[src/design/adcseq_map.svh]
// adcseq_map.svh: register offsets, field positions, reset values and timing counts of the ADC sequencer
// assumes a 100 MHz system clock and an 8-bit register port on that same clock
`ifndef ADCSEQ_MAP_SVH
`define ADCSEQ_MAP_SVH

`define ADCSEQ_ADDR_COMMAND 8'h00
`define ADCSEQ_ADDR_FLAG 8'h01
`define ADCSEQ_ADDR_HOUSEKEEPING 8'h1B
`define ADCSEQ_ADDR_THERMAL 8'h34
`define ADCSEQ_ADDR_SUPPLY 8'h35
`define ADCSEQ_ADDR_SIGNAL_LEVEL 8'h36
`define ADCSEQ_ADDR_EXTERNAL_ONE 8'h37
`define ADCSEQ_ADDR_EXTERNAL_TWO 8'h38
`define ADCSEQ_ADDR_SYNTH_FILTER 8'h39

`define ADCSEQ_MODE_SINGLE 2'h1
`define ADCSEQ_MODE_CONTINUOUS 2'h3

`define ADCSEQ_CH_EXTERNAL_ONE 6'h01
`define ADCSEQ_CH_EXTERNAL_TWO 6'h02
`define ADCSEQ_CH_THERMAL 6'h04
`define ADCSEQ_CH_SUPPLY 6'h08
`define ADCSEQ_CH_SIGNAL_LEVEL 6'h10
`define ADCSEQ_CH_SYNTH_FILTER 6'h20
`define ADCSEQ_CH_EXTERNAL_MASK 6'h03
`define ADCSEQ_CH_INTERNAL_MASK 6'h3C

`define ADCSEQ_IDX_EXTERNAL_ONE 0
`define ADCSEQ_IDX_EXTERNAL_TWO 1
`define ADCSEQ_IDX_THERMAL 2
`define ADCSEQ_IDX_SUPPLY 3
`define ADCSEQ_IDX_SIGNAL_LEVEL 4
`define ADCSEQ_IDX_SYNTH_FILTER 5
`define ADCSEQ_NUM_CHANNELS 6

`define ADCSEQ_FLAG_DONE_BIT 0
`define ADCSEQ_HK_INTERNAL_BIT 4
`define ADCSEQ_HK_EXTERNAL_BIT 3
`define ADCSEQ_HK_RESET 8'h18
`define ADCSEQ_RESULT_RESET 8'h00

`define ADCSEQ_CLK_HZ 100000000
`define ADCSEQ_MAX_SAMPLE_HZ 128000
`define ADCSEQ_SLOT_CYCLES ((`ADCSEQ_CLK_HZ + `ADCSEQ_MAX_SAMPLE_HZ - 1) / `ADCSEQ_MAX_SAMPLE_HZ)
`define ADCSEQ_SLOT_W 10

`endif

[src/design/adcseq_pkg.sv]
// adcseq_pkg: types shared by the ADC sequencer modules
// assumes nothing beyond the map header for its numbers
package adcseq_pkg;
  typedef logic [7:0] adcseq_byte_t;
  typedef logic [5:0] adcseq_chan_t;
  typedef enum logic [1:0] {
    ST_IDLE,
    ST_WAIT_SLOT,
    ST_CONVERT
  } adcseq_state_e;
endpackage

[src/design/adcseq_top.sv]
// adcseq_top: command-driven sequencer for the 8-bit housekeeping converter
// assumes the register port and the converter's digital side run on CLK_IN
`timescale 1ns/10ps
`include "adcseq_map.svh"
module adcseq_top (
  input wire logic CLK_IN,
  input wire logic RSTN_IN,
  input wire adcseq_pkg::adcseq_byte_t REG_ADDR_IN,
  input wire adcseq_pkg::adcseq_byte_t REG_WDATA_IN,
  input wire logic REG_WR_IN,
  input wire logic REG_RD_IN,
  output adcseq_pkg::adcseq_byte_t REG_RDATA_OUT,
  output logic REG_RVALID_OUT,
  output logic ADC_START_OUT,
  output adcseq_pkg::adcseq_chan_t ADC_CHAN_OUT,
  output logic ADC_SUPPLY_HALF_OUT,
  input wire logic ADC_DONE_IN,
  input wire adcseq_pkg::adcseq_byte_t ADC_DATA_IN,
  output adcseq_pkg::adcseq_byte_t BURST_DATA_OUT,
  output adcseq_pkg::adcseq_chan_t BURST_CHAN_OUT,
  output logic BURST_VALID_OUT,
  output logic CONV_BUSY_OUT,
  output logic CONT_ACTIVE_OUT
);
  import adcseq_pkg::*;

  adcseq_state_e state;
  adcseq_chan_t cur_chan;
  logic cur_continuous;
  adcseq_byte_t command_reg;
  adcseq_byte_t housekeeping;
  logic done_flag;
  logic slot_tick;

  logic cmd_write;
  logic [1:0] cmd_mode;
  adcseq_chan_t cmd_chan;
  logic cmd_mode_ok;
  logic cmd_onehot;
  logic cmd_enabled;
  logic cmd_accept;
  logic cur_enabled;
  logic launch;
  logic store;
  logic flag_read;
  logic hk_write;
  adcseq_byte_t read_value;
  adcseq_byte_t result [`ADCSEQ_NUM_CHANNELS];
  logic [`ADCSEQ_NUM_CHANNELS-1:0] load;

  function automatic logic group_enabled(input adcseq_chan_t chan, input adcseq_byte_t hk);
    logic ok;
    ok = 1'b0;
    if ((chan & `ADCSEQ_CH_EXTERNAL_MASK) != 6'h00) begin
      ok = hk[`ADCSEQ_HK_EXTERNAL_BIT];
    end else if ((chan & `ADCSEQ_CH_INTERNAL_MASK) != 6'h00) begin
      ok = hk[`ADCSEQ_HK_INTERNAL_BIT];
    end
    return ok;
  endfunction

  adcseq_slot_tick u_slot_tick (
    .clk_in(CLK_IN),
    .rstn_in(RSTN_IN),
    .tick_out(slot_tick)
  );

  // command decode
  assign cmd_write = REG_WR_IN && (REG_ADDR_IN == `ADCSEQ_ADDR_COMMAND);
  assign cmd_mode = REG_WDATA_IN[7:6];
  assign cmd_chan = REG_WDATA_IN[5:0];
  assign cmd_mode_ok = (cmd_mode == `ADCSEQ_MODE_SINGLE) || (cmd_mode == `ADCSEQ_MODE_CONTINUOUS);
  assign cmd_onehot = (cmd_chan != 6'h00) && ((cmd_chan & (cmd_chan - 6'h01)) == 6'h00);
  assign cmd_enabled = group_enabled(cmd_chan, housekeeping);
  // accepted in any state, so continuous runs beside transmit or receive activity elsewhere
  assign cmd_accept = cmd_write && cmd_mode_ok && cmd_onehot && cmd_enabled;
  assign hk_write = REG_WR_IN && (REG_ADDR_IN == `ADCSEQ_ADDR_HOUSEKEEPING);
  assign flag_read = REG_RD_IN && (REG_ADDR_IN == `ADCSEQ_ADDR_FLAG);

  assign cur_enabled = group_enabled(cur_chan, housekeeping);
  assign launch = (state == ST_WAIT_SLOT) && slot_tick && cur_enabled && !cmd_accept;
  // a result that lands as a new command arrives is still the old channel's valid sample
  assign store = (state == ST_CONVERT) && ADC_DONE_IN;

  // the raw command byte is kept even when refused, so the host can see what it last sent
  always_ff @(posedge CLK_IN or negedge RSTN_IN) begin
    if (!RSTN_IN) begin
      command_reg <= 8'h00;
    end else if (cmd_write) begin
      command_reg <= REG_WDATA_IN;
    end
  end

  // both groups come out of reset enabled, so a fresh part converts without setup
  always_ff @(posedge CLK_IN or negedge RSTN_IN) begin
    if (!RSTN_IN) begin
      housekeeping <= `ADCSEQ_HK_RESET;
    end else if (hk_write) begin
      housekeeping <= REG_WDATA_IN;
    end
  end

  // sequencer state
  always_ff @(posedge CLK_IN or negedge RSTN_IN) begin
    if (!RSTN_IN) begin
      state <= ST_IDLE;
    end else if (cmd_accept) begin
      state <= ST_WAIT_SLOT;
    end else begin
      case (state)
        ST_IDLE: begin
          state <= ST_IDLE;
        end
        ST_WAIT_SLOT: begin
          // clearing the group enable stops a pending or repeating request
          if (!cur_enabled) begin
            state <= ST_IDLE;
          end else if (launch) begin
            state <= ST_CONVERT;
          end
        end
        ST_CONVERT: begin
          if (ADC_DONE_IN) begin
            if (cur_continuous) begin
              state <= ST_WAIT_SLOT;
            end else begin
              state <= ST_IDLE;
            end
          end
        end
        default: begin
          state <= ST_IDLE;
        end
      endcase
    end
  end

  // kept after a single finishes, so the converter side still names the last channel
  always_ff @(posedge CLK_IN or negedge RSTN_IN) begin
    if (!RSTN_IN) begin
      cur_chan <= 6'h00;
    end else if (cmd_accept) begin
      cur_chan <= cmd_chan;
    end
  end

  // dropping the group enable also ends repetition; re-enabling alone does not restart it
  always_ff @(posedge CLK_IN or negedge RSTN_IN) begin
    if (!RSTN_IN) begin
      cur_continuous <= 1'b0;
    end else if (cmd_accept) begin
      cur_continuous <= (cmd_mode == `ADCSEQ_MODE_CONTINUOUS);
    end else if ((state == ST_WAIT_SLOT) && !cur_enabled) begin
      cur_continuous <= 1'b0;
    end
  end

  // converter control
  always_ff @(posedge CLK_IN or negedge RSTN_IN) begin
    if (!RSTN_IN) begin
      ADC_START_OUT <= 1'b0;
    end else begin
      ADC_START_OUT <= launch;
    end
  end

  always_ff @(posedge CLK_IN or negedge RSTN_IN) begin
    if (!RSTN_IN) begin
      ADC_CHAN_OUT <= 6'h00;
    end else if (launch) begin
      ADC_CHAN_OUT <= cur_chan;
    end
  end

  // battery is sampled through the halving divider tap, never the raw supply
  always_ff @(posedge CLK_IN or negedge RSTN_IN) begin
    if (!RSTN_IN) begin
      ADC_SUPPLY_HALF_OUT <= 1'b0;
    end else if (launch) begin
      ADC_SUPPLY_HALF_OUT <= (cur_chan == `ADCSEQ_CH_SUPPLY);
    end
  end

  // result bank, one register per channel
  // host writes to the result addresses fall through the decode and change nothing
  generate
    for (genvar i = 0; i < `ADCSEQ_NUM_CHANNELS; i++) begin : g_result
      assign load[i] = store && cur_chan[i];
      adcseq_result_reg u_result (
        .clk_in(CLK_IN),
        .rstn_in(RSTN_IN),
        .load_in(load[i]),
        .data_in(ADC_DATA_IN),
        .value_out(result[i])
      );
    end
  endgenerate

  // completion flag: a completion in the same cycle as the clearing read wins
  always_ff @(posedge CLK_IN or negedge RSTN_IN) begin
    if (!RSTN_IN) begin
      done_flag <= 1'b0;
    end else if (store) begin
      done_flag <= 1'b1;
    end else if (flag_read) begin
      done_flag <= 1'b0;
    end
  end

  // register read mux
  // unmapped addresses read as zero, so probing a hole has no side effect
  always_comb begin
    read_value = 8'h00;
    case (REG_ADDR_IN)
      `ADCSEQ_ADDR_COMMAND: begin
        read_value = command_reg;
      end
      `ADCSEQ_ADDR_FLAG: begin
        read_value = 8'h00;
        read_value[`ADCSEQ_FLAG_DONE_BIT] = done_flag;
      end
      `ADCSEQ_ADDR_HOUSEKEEPING: begin
        read_value = housekeeping;
      end
      `ADCSEQ_ADDR_THERMAL: begin
        read_value = result[`ADCSEQ_IDX_THERMAL];
      end
      `ADCSEQ_ADDR_SUPPLY: begin
        read_value = result[`ADCSEQ_IDX_SUPPLY];
      end
      `ADCSEQ_ADDR_SIGNAL_LEVEL: begin
        read_value = result[`ADCSEQ_IDX_SIGNAL_LEVEL];
      end
      `ADCSEQ_ADDR_EXTERNAL_ONE: begin
        read_value = result[`ADCSEQ_IDX_EXTERNAL_ONE];
      end
      `ADCSEQ_ADDR_EXTERNAL_TWO: begin
        read_value = result[`ADCSEQ_IDX_EXTERNAL_TWO];
      end
      `ADCSEQ_ADDR_SYNTH_FILTER: begin
        read_value = result[`ADCSEQ_IDX_SYNTH_FILTER];
      end
      default: begin
        read_value = 8'h00;
      end
    endcase
  end

  always_ff @(posedge CLK_IN or negedge RSTN_IN) begin
    if (!RSTN_IN) begin
      REG_RDATA_OUT <= 8'h00;
    end else if (REG_RD_IN) begin
      REG_RDATA_OUT <= read_value;
    end
  end

  always_ff @(posedge CLK_IN or negedge RSTN_IN) begin
    if (!RSTN_IN) begin
      REG_RVALID_OUT <= 1'b0;
    end else begin
      REG_RVALID_OUT <= REG_RD_IN;
    end
  end

  // each fresh sample is also offered to the burst transmitter; no buffering, it must take it now
  always_ff @(posedge CLK_IN or negedge RSTN_IN) begin
    if (!RSTN_IN) begin
      BURST_DATA_OUT <= 8'h00;
      BURST_CHAN_OUT <= 6'h00;
    end else if (store) begin
      BURST_DATA_OUT <= ADC_DATA_IN;
      BURST_CHAN_OUT <= cur_chan;
    end
  end

  always_ff @(posedge CLK_IN or negedge RSTN_IN) begin
    if (!RSTN_IN) begin
      BURST_VALID_OUT <= 1'b0;
    end else begin
      BURST_VALID_OUT <= store;
    end
  end

  // status levels, one cycle behind the state
  always_ff @(posedge CLK_IN or negedge RSTN_IN) begin
    if (!RSTN_IN) begin
      CONV_BUSY_OUT <= 1'b0;
    end else begin
      CONV_BUSY_OUT <= (state != ST_IDLE);
    end
  end

  // continuous is reported only while a request is live, never from a stale mode bit
  always_ff @(posedge CLK_IN or negedge RSTN_IN) begin
    if (!RSTN_IN) begin
      CONT_ACTIVE_OUT <= 1'b0;
    end else begin
      CONT_ACTIVE_OUT <= (state != ST_IDLE) && cur_continuous;
    end
  end
endmodule

[src/design/adcseq_slot_tick.sv]
// adcseq_slot_tick: free-running divider giving a one-cycle start slot enable
// assumes one system clock; the slot period bounds the sample rate
`timescale 1ns/10ps
`include "adcseq_map.svh"
module adcseq_slot_tick (
  input wire logic clk_in,
  input wire logic rstn_in,
  output logic tick_out
);
  logic [`ADCSEQ_SLOT_W-1:0] count;
  logic at_end;

  assign at_end = (count == `ADCSEQ_SLOT_W'(`ADCSEQ_SLOT_CYCLES - 1));

  always_ff @(posedge clk_in or negedge rstn_in) begin
    if (!rstn_in) begin
      count <= '0;
    end else if (at_end) begin
      count <= '0;
    end else begin
      count <= count + `ADCSEQ_SLOT_W'(1);
    end
  end

  // one start per slot keeps throughput at or under the converter maximum
  always_ff @(posedge clk_in or negedge rstn_in) begin
    if (!rstn_in) begin
      tick_out <= 1'b0;
    end else begin
      tick_out <= at_end;
    end
  end
endmodule

[src/design/adcseq_result_reg.sv]
// adcseq_result_reg: one read-only result byte, loaded only by a finished conversion
// assumes the load strobe is already qualified by the channel
`timescale 1ns/10ps
`include "adcseq_map.svh"
module adcseq_result_reg (
  input wire logic clk_in,
  input wire logic rstn_in,
  input wire logic load_in,
  input wire adcseq_pkg::adcseq_byte_t data_in,
  output adcseq_pkg::adcseq_byte_t value_out
);
  import adcseq_pkg::*;

  always_ff @(posedge clk_in or negedge rstn_in) begin
    if (!rstn_in) begin
      value_out <= `ADCSEQ_RESULT_RESET;
    end else if (load_in) begin
      value_out <= data_in;
    end
  end
endmodule

[config.mk]
export PLATFORM = sky130hd
export DESIGN_NAME = adcseq_top
export DESIGN_NICKNAME = d
export VERILOG_FILES = /design/src/design/adcseq_pkg.sv /design/src/design/adcseq_top.sv /design/src/design/adcseq_slot_tick.sv /design/src/design/adcseq_result_reg.sv
export VERILOG_INCLUDE_DIRS = /design/src /design/src/design
export SDC_FILE = /design/constraint.sdc
export NUM_CORES = 1
export LEC_CHECK = 0
export BUFFER_PORTS_ARGS = -buffer_cell sky130_fd_sc_hd__buf_2
export CORE_ASPECT_RATIO = 0.8
export CORE_MARGIN = 3
export CORE_UTILIZATION = 30
export DETAILED_ROUTE_END_ITERATION = 8
export REMOVE_ABC_BUFFERS = 1
export SYNTH_ARGS = -nofsm -noshare
export SYNTH_HDL_FRONTEND = slang
export SYNTH_SLANG_ARGS = --single-unit
[constraint.sdc]
create_clock -name CLK_IN -period 5.85 [get_ports CLK_IN]
set_input_delay 1.4625 -clock CLK_IN [delete_from_list [all_inputs] [get_ports CLK_IN]]
set_output_delay 1.4625 -clock CLK_IN [all_outputs]
set_load 0.005 [all_outputs]
==> results of run 1 <==
## cells in the mapped netlist, types with 4 or more instances
cell type / instances
ha_1: 5
a22oi_1: 18
nor2b_1: 10
clkbuf_1: 13
xor2_1: 4
dfrtp_1: 117
mux2i_1: 5
a222oi_1: 5
o22ai_1: 4
mux2_2: 55
o21ai_0: 4
o221a_1: 5
nand3b_1: 4
xnor2_1: 4
mux2_4: 7
inv_1: 8
a21oi_1: 4
mux2_1: 14
nand3_1: 11
nor2_1: 29
nand2_1: 57
or4_1: 4
o21ai_1: 4
## worst max-delay path by stage
| stage | from | endpoint | depth (start not counted) |
|---|---|---|---|
| 2_1_floorplan | REG_ADDR_IN[1] | ADC_CHAN_OUT[0] | 5 |
| 5_1_grt | REG_ADDR_IN[1] | ADC_CHAN_OUT[5] | 6 |
| 3_3_place_gp | REG_ADDR_IN[1] | ADC_CHAN_OUT[1] | 6 |
| 4_1_cts | REG_ADDR_IN[1] | ADC_CHAN_OUT[4] | 6 |
| 6_report | REG_ADDR_IN[1] | ADC_CHAN_OUT[4] | 6 |
| 3_5_place_dp | REG_ADDR_IN[1] | ADC_CHAN_OUT[5] | 6 |
## per-layer routing
metal / vias up / GRT usage (%)
li1: 1699 / -
met1: 1907 / 20.5
met2: 139 / 21.5
met3: 22 / 3.96
met4: 2 / 5.66
met5: - / 0
## cell families (layout without fill, tap and decap cells)
kind of cell | Yosys count | after routing
muxes | 81 | 81
DFF | 119 | 119
xor gates and xnor gates | 8 | 8
buffers and inverters | 26 | 107
adders and majority gates | 5 | 5
AOI/OAI and AO/OA | 59 | 59
and+or+nand+nor | 135 | 135
## cell type report
type / instances / share of cell area, %
Tap cell: 220 / 4.35
Timing Repair Buffer: 66 / 5.42
Clock buffer: 26 / 7.26
Multi-Input combinational cell: 288 / 34.8
Inverter: 9 / 0.534
Clock inverter: 6 / 0.515
Sequential cell: 119 / 47.1
## through the flow
stage	cell area, sq um	std cells	setup WS, ns	hold slack [ns]
6_report	6320	734	1.87	0.471
4_1_cts	6320	734	1.92	0.477
3_3_place_gp	5830	702	1.55	0.457
5_1_grt	6320	734	1.81	0.499
2_1_floorplan	5210	416	1.92	0.454
3_5_place_dp	5830	702	1.49	0.462
## layout by cell type (no fill, tap or decap), types with 8 or more instances in the layout
cell / netlist / final
clkbuf_1: 13 / 9
clkbuf_16: 0 / 17
dfrtp_1: 117 / 117
nand2_1: 57 / 57
buf_2: 1 / 61
mux2_1: 14 / 14
a22oi_1: 18 / 18
nand3_1: 11 / 11
nor2_1: 29 / 29
nor2b_1: 10 / 10
inv_1: 8 / 8
mux2_2: 55 / 55
## worst reg2reg max path, cell delays in order, from the launching register on
cell,delay [ns]
dfstp_2,0.57
nand3_1,0.12
a2111oi_4,0.75
and3b_1,0.41
mux2_4,0.35
## power by group
group	leakage, nW	total, mW	internal [mW]	switching (mW)
clock network	0.240	0.882	0.535	0.347
registers	1.63	0.839	0.833	0.00604
logic	1.25	0.0707	0.0204	0.0503
==> run summary, run 1 <==
Yosys top cell area share: 55.3%
Peak Freq: 0.251 GHz
hold-critical path depth: 2
PortBufs: 62
WP data arrival: 4.27 ns
Cells after Synth: 433
Synth Area in XOR/XNOR: 1.32%
post-DR vias/cell: 5.13
biggest regs: g_result.u_result.value_out: 48 flops, u_slot_tick.count: 10 flops
routability congestion estimate from global placement: 0.817
Total Wirelength: 13.7 mm
Layout Utilization: 37.4%
final hold vios: 0
drt pass-1 iters: 5
layout cells sized above 1: 30.2%
Largest register FFs: 48
Multi-input gate area: 0.00220 sq mm
Final Skew: 0.00870 ns
CP Cell Sequence: buf_2, or4_1, or3_1, a2111oi_4, and3b_1, mux2_4
Die ar.: 0.0193 sq mm
fill cell count: 1682
hold_buf cts: 0
global-route total usage across every layer: 14.6%
Initial Utilization: 31.3%
Top-Level Pins: 63
vias in the first global route: 3902
H-tree depth: 4
met2 wire len: 6.11 mm
initial antenna violation count: 1
drt drc: 0
Syn-to-layout area delta: 19.4%
slowest stage cell, crit path: a2111oi_4
Die Span Y: 125 um
CP Data Required Time: 6.14 ns
Final ANT Viol Nets: 0
Reg area: 0.00298 sq mm
status: finished, final reports clean
post-synthesis sequential area ratio: 56.3%
root buffer cell: clkbuf_16
maxcap violations: 0
FF-to-FF setup slack: 3.52 ns
Post CTS Setup Buffer Count: 0
Area contributors post-synth: dfrtp_1 55%, mux2_2 12%, nand2_1 4.0%, mux2_1 3.0%, a22oi_1 2.6%
R2R depth: 4
endpoint with the worst hold slack: BURST_DATA_OUT[7]
core area: 0.0169 sq mm
Power Total: 1.79 mW
Post-Syn Area: 0.00530 sq mm
CTS tree: yes
leakage power: 3.12 nW
wire length on met1: 6.50 mm
Critical Path End Type: flip-flop
Adder-Cell Fraction of Synth Area: 1.18%
mux share of post-synthesis cell area: 17.6%
Final nets: 535
Synth Area in Compound Gates: 9.10%
Crit Path Class: input port to flip-flop
Synth area leader: dfrtp_1
Simple-Gate Fraction of Synth Area: 12.3%
met3 routed WL: 807 um
Biggest register: g_result.u_result.value_out
final setup vio count: 0
synthesized flop and latch total: 119
asr flop ratio synth: 100%
top routing layer used: met5
largest family of logic cells by synthesized area: multiplexers
FF-to-FF Start: housekeeping[4]
top_reg_cell synth: dfrtp_1
Worst Path Max Fanout: 11
Sink Count: 119
cts repair resizes: 0
TritonCTS buffer count: 17
diode count: 0
via count: 3769
largest net degree at the start of global routing: 74
Slew HR: 36.8%
Mapped Avg Cell Area: 12.2 sq um
Peak supply drop: 0.174 mV
Crit path max-delay family: simple AND/OR/NAND/NOR gates
worst-skew pair later-pin latency: 0.41 ns
min Tclk post-route: 3.98 ns
yosys warns: 0
setup_tns: 0 ns
drt first-iter violations: 303
Slowest Stage Delay on Critical Path: 0.73 ns
post-DP HPWL: 9.32 mm
RSZ-0062 raised after global routing: false
die width: 155 um
HP Class: flip-flop to flip-flop
Tcrit/Tclk final: 68.0%
first-pass GRT wire length: 21.8 mm
CP Buf/Inv Count: 1
Slew Limit Fails: 0
Synth cell types: 46
FP Rows: 42
Slew @ Worst Pin: 0.949 ns
EDFF count, synth: 0
gr ovfl total: 0
cell area power density: 283 mW/mm^2
capture point of the worst reg-to-reg path: ADC_CHAN_OUT[4]
hold path start: BURST_DATA_OUT[7]
Worst-path clk slew: 0.05 ns
post-DR wirelength/cell: 18.6 um
maximum root-to-sink buffer count: 2
Startpoint Class: input port
No activity file was read; power rests on OpenSTA's default activity.
==> run 2: changes to the inputs <==
==> constraint.sdc (replaced) <==
create_clock -name CLK_IN -period 3.7 [get_ports CLK_IN]
set_input_delay 0.925 -clock CLK_IN [delete_from_list [all_inputs] [get_ports CLK_IN]]
set_output_delay 0.925 -clock CLK_IN [all_outputs]
set_load 0.005 [all_outputs]
==> run summary, run 2 (synthesis gave the netlist of run 1 again) <==
status: finished, final reports clean (unchanged)
Slew Limit Fails: 0 (unchanged)
Switching Fraction: 21.6% (was 22.5%)
most common cell after layout, fill and taps aside: dfrtp_1 (unchanged)
Tcrit/Tclk final: 77.3%
crit path from: REG_ADDR_IN[1] (unchanged)
maxcap violations: 0 (unchanged)
CP Data Required Time: 4.00 ns (was 6.14 ns)
Peak Freq: 0.350 GHz
die width: 155 um (unchanged)
Slew HR: 54.2% (was 36.8%)
placed cell area: 0.00587 sq mm (was 0.00583 sq mm)
Total Wirelength: 13.4 mm (was 13.7 mm)
Sink Count: 119 (unchanged)
post-DR wirelength/cell: 18.1 um (was 18.6 um)
Clk pwr share: 51.7% (was 49.2%)
Crit Path Class: input port to flip-flop (unchanged)
maximum root-to-sink buffer count: 2 (unchanged)
vias in the first global route: 3680 (was 3902)
Critical Path End Type: flip-flop (unchanged)
TritonCTS buffer count: 17 (unchanged)
critical path endpoint: ADC_CHAN_OUT[3] (was ADC_CHAN_OUT[4])
post-DR vias/cell: 5.00 (was 5.13)
worst-skew pair later-pin latency: 0.41 ns (about the same)
Slew @ Worst Pin: 0.685 ns (was 0.949 ns)
wire length on met1: 6.34 mm (was 6.50 mm)
final hold vios: 0 (unchanged)
routability congestion estimate from global placement: 0.822 (was 0.817)
Power Total: 2.98 mW (was 1.79 mW)
RSZ-0062 raised after global routing: false (unchanged)
leakage power: 3.18 nW (was 3.12 nW)
Worst Path Max Fanout: 8 (was 11)
Worst-path clk slew: 0.05 ns (about the same)
setup_tns: 0 ns (unchanged)
cts repair resizes: 0 (unchanged)
first-pass GRT wire length: 21.2 mm (was 21.8 mm)
most frequent cells in the layout: 117 x dfrtp_1, 61 x buf_2, 57 x nand2_1, 55 x mux2_2, 29 x nor2_1 (unchanged)
min Tclk post-route: 2.86 ns
WP data arrival: 3.16 ns (was 4.27 ns)
Initial Utilization: 31.3% (unchanged)
Die ar.: 0.0193 sq mm (unchanged)
Final ANT Viol Nets: 0 (unchanged)
Biggest register: g_result.u_result.value_out (unchanged)
final setup vio count: 0 (unchanged)
root buffer cell: clkbuf_16 (unchanged)
core area: 0.0169 sq mm (unchanged)
gr ovfl total: 0 (unchanged)
post-DP HPWL: 9.27 mm (was 9.32 mm)
Final nets: 538 (was 535)
layout cells sized above 1: 31.9% (was 30.2%)
CTS tree: yes (unchanged)
Layout Utilization: 38.0% (was 37.4%)
cell area power density: 463 mW/mm^2 (was 283 mW/mm^2)
top routing layer used: met5 (unchanged)
Psw: 0.643 mW (was 0.403 mW)
drt pass-1 iters: 5 (unchanged)
Syn-to-layout area delta: 21.4% (was 19.4%)
met2 wire len: 6.13 mm (was 6.11 mm)
Largest register FFs: 48 (unchanged)
via count: 3687 (was 3769)
Peak supply drop: 0.301 mV (was 0.174 mV)
initial antenna violation count: 1 (unchanged)
combinational share of power: 3.8% (was 3.9%)
global-route total usage across every layer: 14.4% (was 14.6%)
drt drc: 0 (unchanged)
fill cell count: 1633 (was 1682)
register share of total power: 44.5% (was 46.8%)
FP Rows: 42 (unchanged)
largest net degree at the start of global routing: 49 (was 74)
capture point of the worst reg-to-reg path: ADC_CHAN_OUT[3] (was ADC_CHAN_OUT[4])
HP Class: flip-flop to flip-flop (unchanged)
Final Skew: 0.00775 ns (was 0.00870 ns)
H-tree depth: 4 (unchanged)
R2R depth: 5 (was 4)
FF-to-FF Start: cur_chan[5] (was housekeeping[4])
diode count: 0 (unchanged)
Int Power: 2.34 mW (was 1.39 mW)
biggest regs: g_result.u_result.value_out: 48 flops, u_slot_tick.count: 10 flops (unchanged)
PortBufs: 62 (unchanged)
Die Span Y: 125 um (unchanged)
design area: 0.00643 sq mm (was 0.00632 sq mm)
Startpoint Class: input port (unchanged)
Post CTS Setup Buffer Count: 0 (unchanged)
drt first-iter violations: 200 (was 303)
met3 routed WL: 752 um (was 807 um)
FF-to-FF setup slack: 1.50 ns (was 3.52 ns)
hold_buf cts: 0 (unchanged)
Top-Level Pins: 63 (unchanged)
run 2: cell count changes in the layout (fill, tap and decap cells not counted):
cell	change
clkinv_2	+1
bufinv_16	+1
buf_4	+2
clkinvlp_4	+1
clkbuf_8	+4
clkbuf_1	-7
buf_12	+1
run 2: layout make-up:
type / instances / area (sq um) / area share [%]
Timing Repair Buffer: 69 / 378 / 5.88
Clock buffer: 23 / 488 / 7.59
Multi-Input combinational cell: 288 / 2200 / 34.2
Inverter: 9 / 33.8 / 0.525
Tap cell: 220 / 275 / 4.28
Sequential cell: 119 / 2980 / 46.4
Clock inverter: 9 / 75.1 / 1.17
run 2: through the flow:
step	hold slack [ns]	worst slack [ns]	cells
after floorplan	0.454	0.310	416
after global placement	0.458	0.465	705
after detailed placement	0.463	0.399	705
after CTS	0.479	0.847	737
after global routing	0.490	0.768	737
final	0.471	0.839	737
run 2: how the worst min path moves through the flow:
stage | from | to | slack, ns | cells after the start
after global placement | BURST_DATA_OUT[6] | BURST_DATA_OUT[6] | 0.46 | 2
after floorplan | done_flag | done_flag | 0.45 | 2
final | BURST_CHAN_OUT[3] | BURST_CHAN_OUT[3] | 0.47 | 2
after detailed placement | BURST_DATA_OUT[5] | BURST_DATA_OUT[5] | 0.46 | 2
after global routing | BURST_CHAN_OUT[0] | BURST_CHAN_OUT[0] | 0.49 | 2
after CTS | BURST_DATA_OUT[2] | BURST_DATA_OUT[2] | 0.48 | 2
run 2: power by group through the flow:
stage,logic [mW],clock network [mW],registers [mW]
finish,0.114,1.54,1.33
global placement,0.112,0,1.35
global route,0.128,1.64,1.33
CTS,0.116,1.58,1.33
floorplan,0.0309,0,1.34
detailed placement,0.116,0,1.35
run 2: worst max-delay path, cell delays in order:
cell and delay [ns]:
buf_2 0.13, or4_1 0.58, or3_1 0.47, a2111oi_4 0.33, and3b_1 0.37, mux2_4 0.35
run 2: per-layer routing:
| metal | vias to the layer above | global-route usage [%] |
|---|---|---|
| li1 | 1716 | - |
| met1 | 1857 | 19.9 |
| met2 | 101 | 21.6 |
| met3 | 11 | 4.06 |
| met4 | 2 | 5.30 |
| met5 | - | 0 |
==> run 3: changes to the inputs <==
--- a/config.mk
+++ b/config.mk
@@ -6,6 +6,7 @@
 export SDC_FILE = /design/constraint.sdc
 export NUM_CORES = 1
 export LEC_CHECK = 0
+export ABC_AREA = 1
 export BUFFER_PORTS_ARGS = -buffer_cell sky130_fd_sc_hd__buf_2
 export CORE_ASPECT_RATIO = 0.8
 export CORE_MARGIN = 3
==> constraint.sdc (replaced) <==
create_clock -name CLK_IN -period 2.5 [get_ports CLK_IN]
set_input_delay 0.625 -clock CLK_IN [delete_from_list [all_inputs] [get_ports CLK_IN]]
set_output_delay 0.625 -clock CLK_IN [all_outputs]
set_load 0.005 [all_outputs]
==> run summary, run 3 <==
layout cells sized above 1: 17.3% (was 31.9%)
RSZ-0062 raised after global routing: false (unchanged)
Mapped Avg Cell Area: 8.36 sq um (was 12.2 sq um)
Die Span Y: 126 um (was 125 um)
Cells after Synth: 648 (was 433)
Slew @ Worst Pin: 0.643 ns (was 0.685 ns)
Slew Limit Fails: 0 (unchanged)
Largest register FFs: 48 (unchanged)
vias in the first global route: 4312 (was 3680)
Crit Path Class: flip-flop to flip-flop (was input port to flip-flop)
PortBufs: 62 (unchanged)
Slew HR: 57.0% (was 54.2%)
Post-Syn Area: 0.00542 sq mm (was 0.00530 sq mm)
Peak supply drop: 0.351 mV (was 0.301 mV)
largest net degree at the start of global routing: 66 (was 49)
min Tclk post-route: 1.81 ns
TritonCTS buffer count: 17 (unchanged)
Die ar.: 0.0197 sq mm (was 0.0193 sq mm)
Layout Utilization: 37.8% (was 38.0%)
drt pass-1 iters: 5 (unchanged)
EDFF count, synth: 0 (unchanged)
Reg area: 0.00298 sq mm (unchanged)
Worst-path clk slew: 0.06 ns (was 0.05 ns)
Post CTS Setup Buffer Count: 0 (unchanged)
most common cell in the netlist: nand2_1 (was dfrtp_1)
maximum root-to-sink buffer count: 2 (unchanged)
Peak Freq: 0.553 GHz
Top-Level Pins: 63 (unchanged)
synthesized flop and latch total: 119 (unchanged)
post-synthesis sequential area ratio: 55.0% (was 56.3%)
Syn-to-layout area delta: 22.4% (was 21.4%)
Area contributors post-synth: dfrtp_1 54%, nand2_1 15%, o21ai_0 7.2%, nand3_1 5.2%, inv_1 4.3% (was dfrtp_1 55%, mux2_2 12%, nand2_1 4.0%, mux2_1 3.0%, a22oi_1 2.6%)
Slowest Stage Delay on Critical Path: 0.44 ns (was 0.58 ns)
Yosys top cell area share: 54.0% (was 55.3%)
Final nets: 754 (was 538)
Total Wirelength: 14.1 mm (was 13.4 mm)
Tcrit/Tclk final: 72.3%
cts repair resizes: 0 (unchanged)
biggest regs: g_result.u_result.value_out: 48 flops, u_slot_tick.count: 10 flops (unchanged)
CP Cell Sequence: inv_1, ha_1, nand2_1, inv_1, nand2_1, o21ai_0 (was buf_2, or4_1, or3_1, a2111oi_4, and3b_1, mux2_4)
first-pass GRT wire length: 23.4 mm (was 21.2 mm)
top_reg_cell synth: dfrtp_1 (unchanged)
asr flop ratio synth: 100% (unchanged)
gr ovfl total: 0 (unchanged)
slowest stage cell, crit path: nand2_1 (was or4_1)
routability congestion estimate from global placement: 0.829 (was 0.822)
Post-synth top cells: 217 x nand2_1, 117 x dfrtp_1, 78 x o21ai_0 (was 117 x dfrtp_1, 57 x nand2_1, 55 x mux2_2)
Final ANT Viol Nets: 0 (unchanged)
Multi-input gate area: 0.00211 sq mm (was 0.00220 sq mm)
Critical Path End Type: flip-flop (unchanged)
Synth cell types: 31 (was 46)
Startpoint Class: flip-flop (was input port)
post-DR wirelength/cell: 14.7 um (was 18.1 um)
Biggest register: g_result.u_result.value_out (unchanged)
maxcap violations: 0 (unchanged)
status: finished, final reports clean (unchanged)
drt drc: 0 (unchanged)
drt first-iter violations: 300 (was 200)
Initial Utilization: 30.9% (was 31.3%)
via count: 4455 (was 3687)
most frequent cells in the layout: 217 x nand2_1, 117 x dfrtp_1, 78 x o21ai_0, 62 x inv_1, 61 x buf_2 (was 117 x dfrtp_1, 61 x buf_2, 57 x nand2_1, 55 x mux2_2, 29 x nor2_1)
Power Total: 4.65 mW (was 2.98 mW)
most common cell after layout, fill and taps aside: nand2_1 (was dfrtp_1)
root buffer cell: clkbuf_16 (unchanged)
worst-skew pair later-pin latency: 0.42 ns (was 0.41 ns)
HP Class: input port to asynchronous set/reset pin (was flip-flop to flip-flop)
cell count after placement: 926 (was 705)
H-tree depth: 4 (unchanged)
hold_buf cts: 0 (unchanged)
Non-Filler Instances: 957 (was 737)
leakage power: 3.60 nW (was 3.18 nW)
Synth area leader: dfrtp_1 (unchanged)
cell area power density: 701 mW/mm^2 (was 463 mW/mm^2)
final setup vio count: 0 (unchanged)
yosys warns: 0 (unchanged)
FP Rows: 43 (was 42)
core area: 0.0175 sq mm (was 0.0169 sq mm)
diode count: 0 (unchanged)
final hold vios: 0 (unchanged)
post-DP HPWL: 9.65 mm (was 9.27 mm)
initial antenna violation count: 0 (was 1)
WP data arrival: 2.13 ns (was 3.16 ns)
Worst Path Max Fanout: 17 (was 8)
die width: 156 um (was 155 um)
fill cell count: 1851 (was 1633)
CP Data Required Time: 2.83 ns (was 4.00 ns)
post-DR vias/cell: 4.66 (was 5.00)
Final Skew: 0.0128 ns (was 0.00775 ns)
global-route total usage across every layer: 15.2% (was 14.4%)
Sink Count: 119 (unchanged)
CTS tree: yes (unchanged)
[run 3: cells by family after synthesis]
logic type | synth area share (%)
multiplexers | 0.416
buffers and inverters | 6.05
flip-flops | 55.0
adder cells (fa/ha/maj) | 1.15
AO/OA/AOI/OAI | 8.77
XOR/XNOR | 0.808
AND/OR/NAND/NOR | 27.8
[run 3: worst max-delay path, delay by kind of cell (launching register included)]
family	cells	cell delay (ns)
AO/OA/AOI/OAI	1	0.33
adder cells (fa/ha/maj)	1	0.18
buffers and inverters	2	0.27
flip-flops	1	0.41
AND/OR/NAND/NOR	2	0.51
[run 3: stage by stage]
stage	hold WS, ns	worst slack, ns	setup TNS, ns	area (sq um)
final	0.0893	0.693	0	6630
after global routing	0.0883	0.492	0	6630
after CTS	0.0883	0.669	0	6630
after detailed placement	0.455	0.394	0	6030
after global placement	0.458	0.450	0	6030
after floorplan	0.329	-0.236	-1.60	5320
[run 3: final cells by class]
class	instances	area share, %
Clock buffer	19	6.83
Clock inverter	12	2.30
Inverter	62	3.51
Multi-Input combinational cell	449	31.9
Sequential cell	119	44.9
Tap cell	225	4.25
Timing Repair Buffer	71	6.30
[run 3: path summary, 6_finish.rpt]
| check | startpoint | end | depth (start not counted) | slack [ns] |
|---|---|---|---|---|
| setup / recovery | state[0] | g_result[5].u_result.value_out[1] | 6 | 0.69 |
| hold / removal | RSTN_IN | u_slot_tick.count[0] | 1 | 0.09 |
| setup reg to reg | state[0] | g_result[5].u_result.value_out[1] | 6 | 0.69 |
| hold reg to reg | ADC_CHAN_OUT[1] | ADC_CHAN_OUT[1] | 2 | 0.47 |
| max in group asynchronous | RSTN_IN | housekeeping[4] | 2 | 1.73 |
| min in group CLK_IN | REG_RD_IN | REG_RVALID_OUT | 1 | 0.45 |
[run 3: power breakdown]
| part | switching, mW | leakage, nW | total, mW | internal (mW) |
|---|---|---|---|---|
| Combinational | 0.132 | 1.68 | 0.180 | 0.0484 |
| Sequential | 0.00903 | 1.62 | 1.96 | 1.95 |
| Clock | 0.900 | 0.299 | 2.51 | 1.61 |
| Total | 1.04 | 3.60 | 4.65 | 3.61 |
[run 3: routing by layer]
layer  vias to the layer above  global-route usage (%)  wire length (um)
li1                       2222                       -                 -
met1                      2117                    22.4              7200
met2                       102                    21.5              5920
met3                        14                    4.29               768
met4                         0                    4.89               168
met5                         -                       0                 0
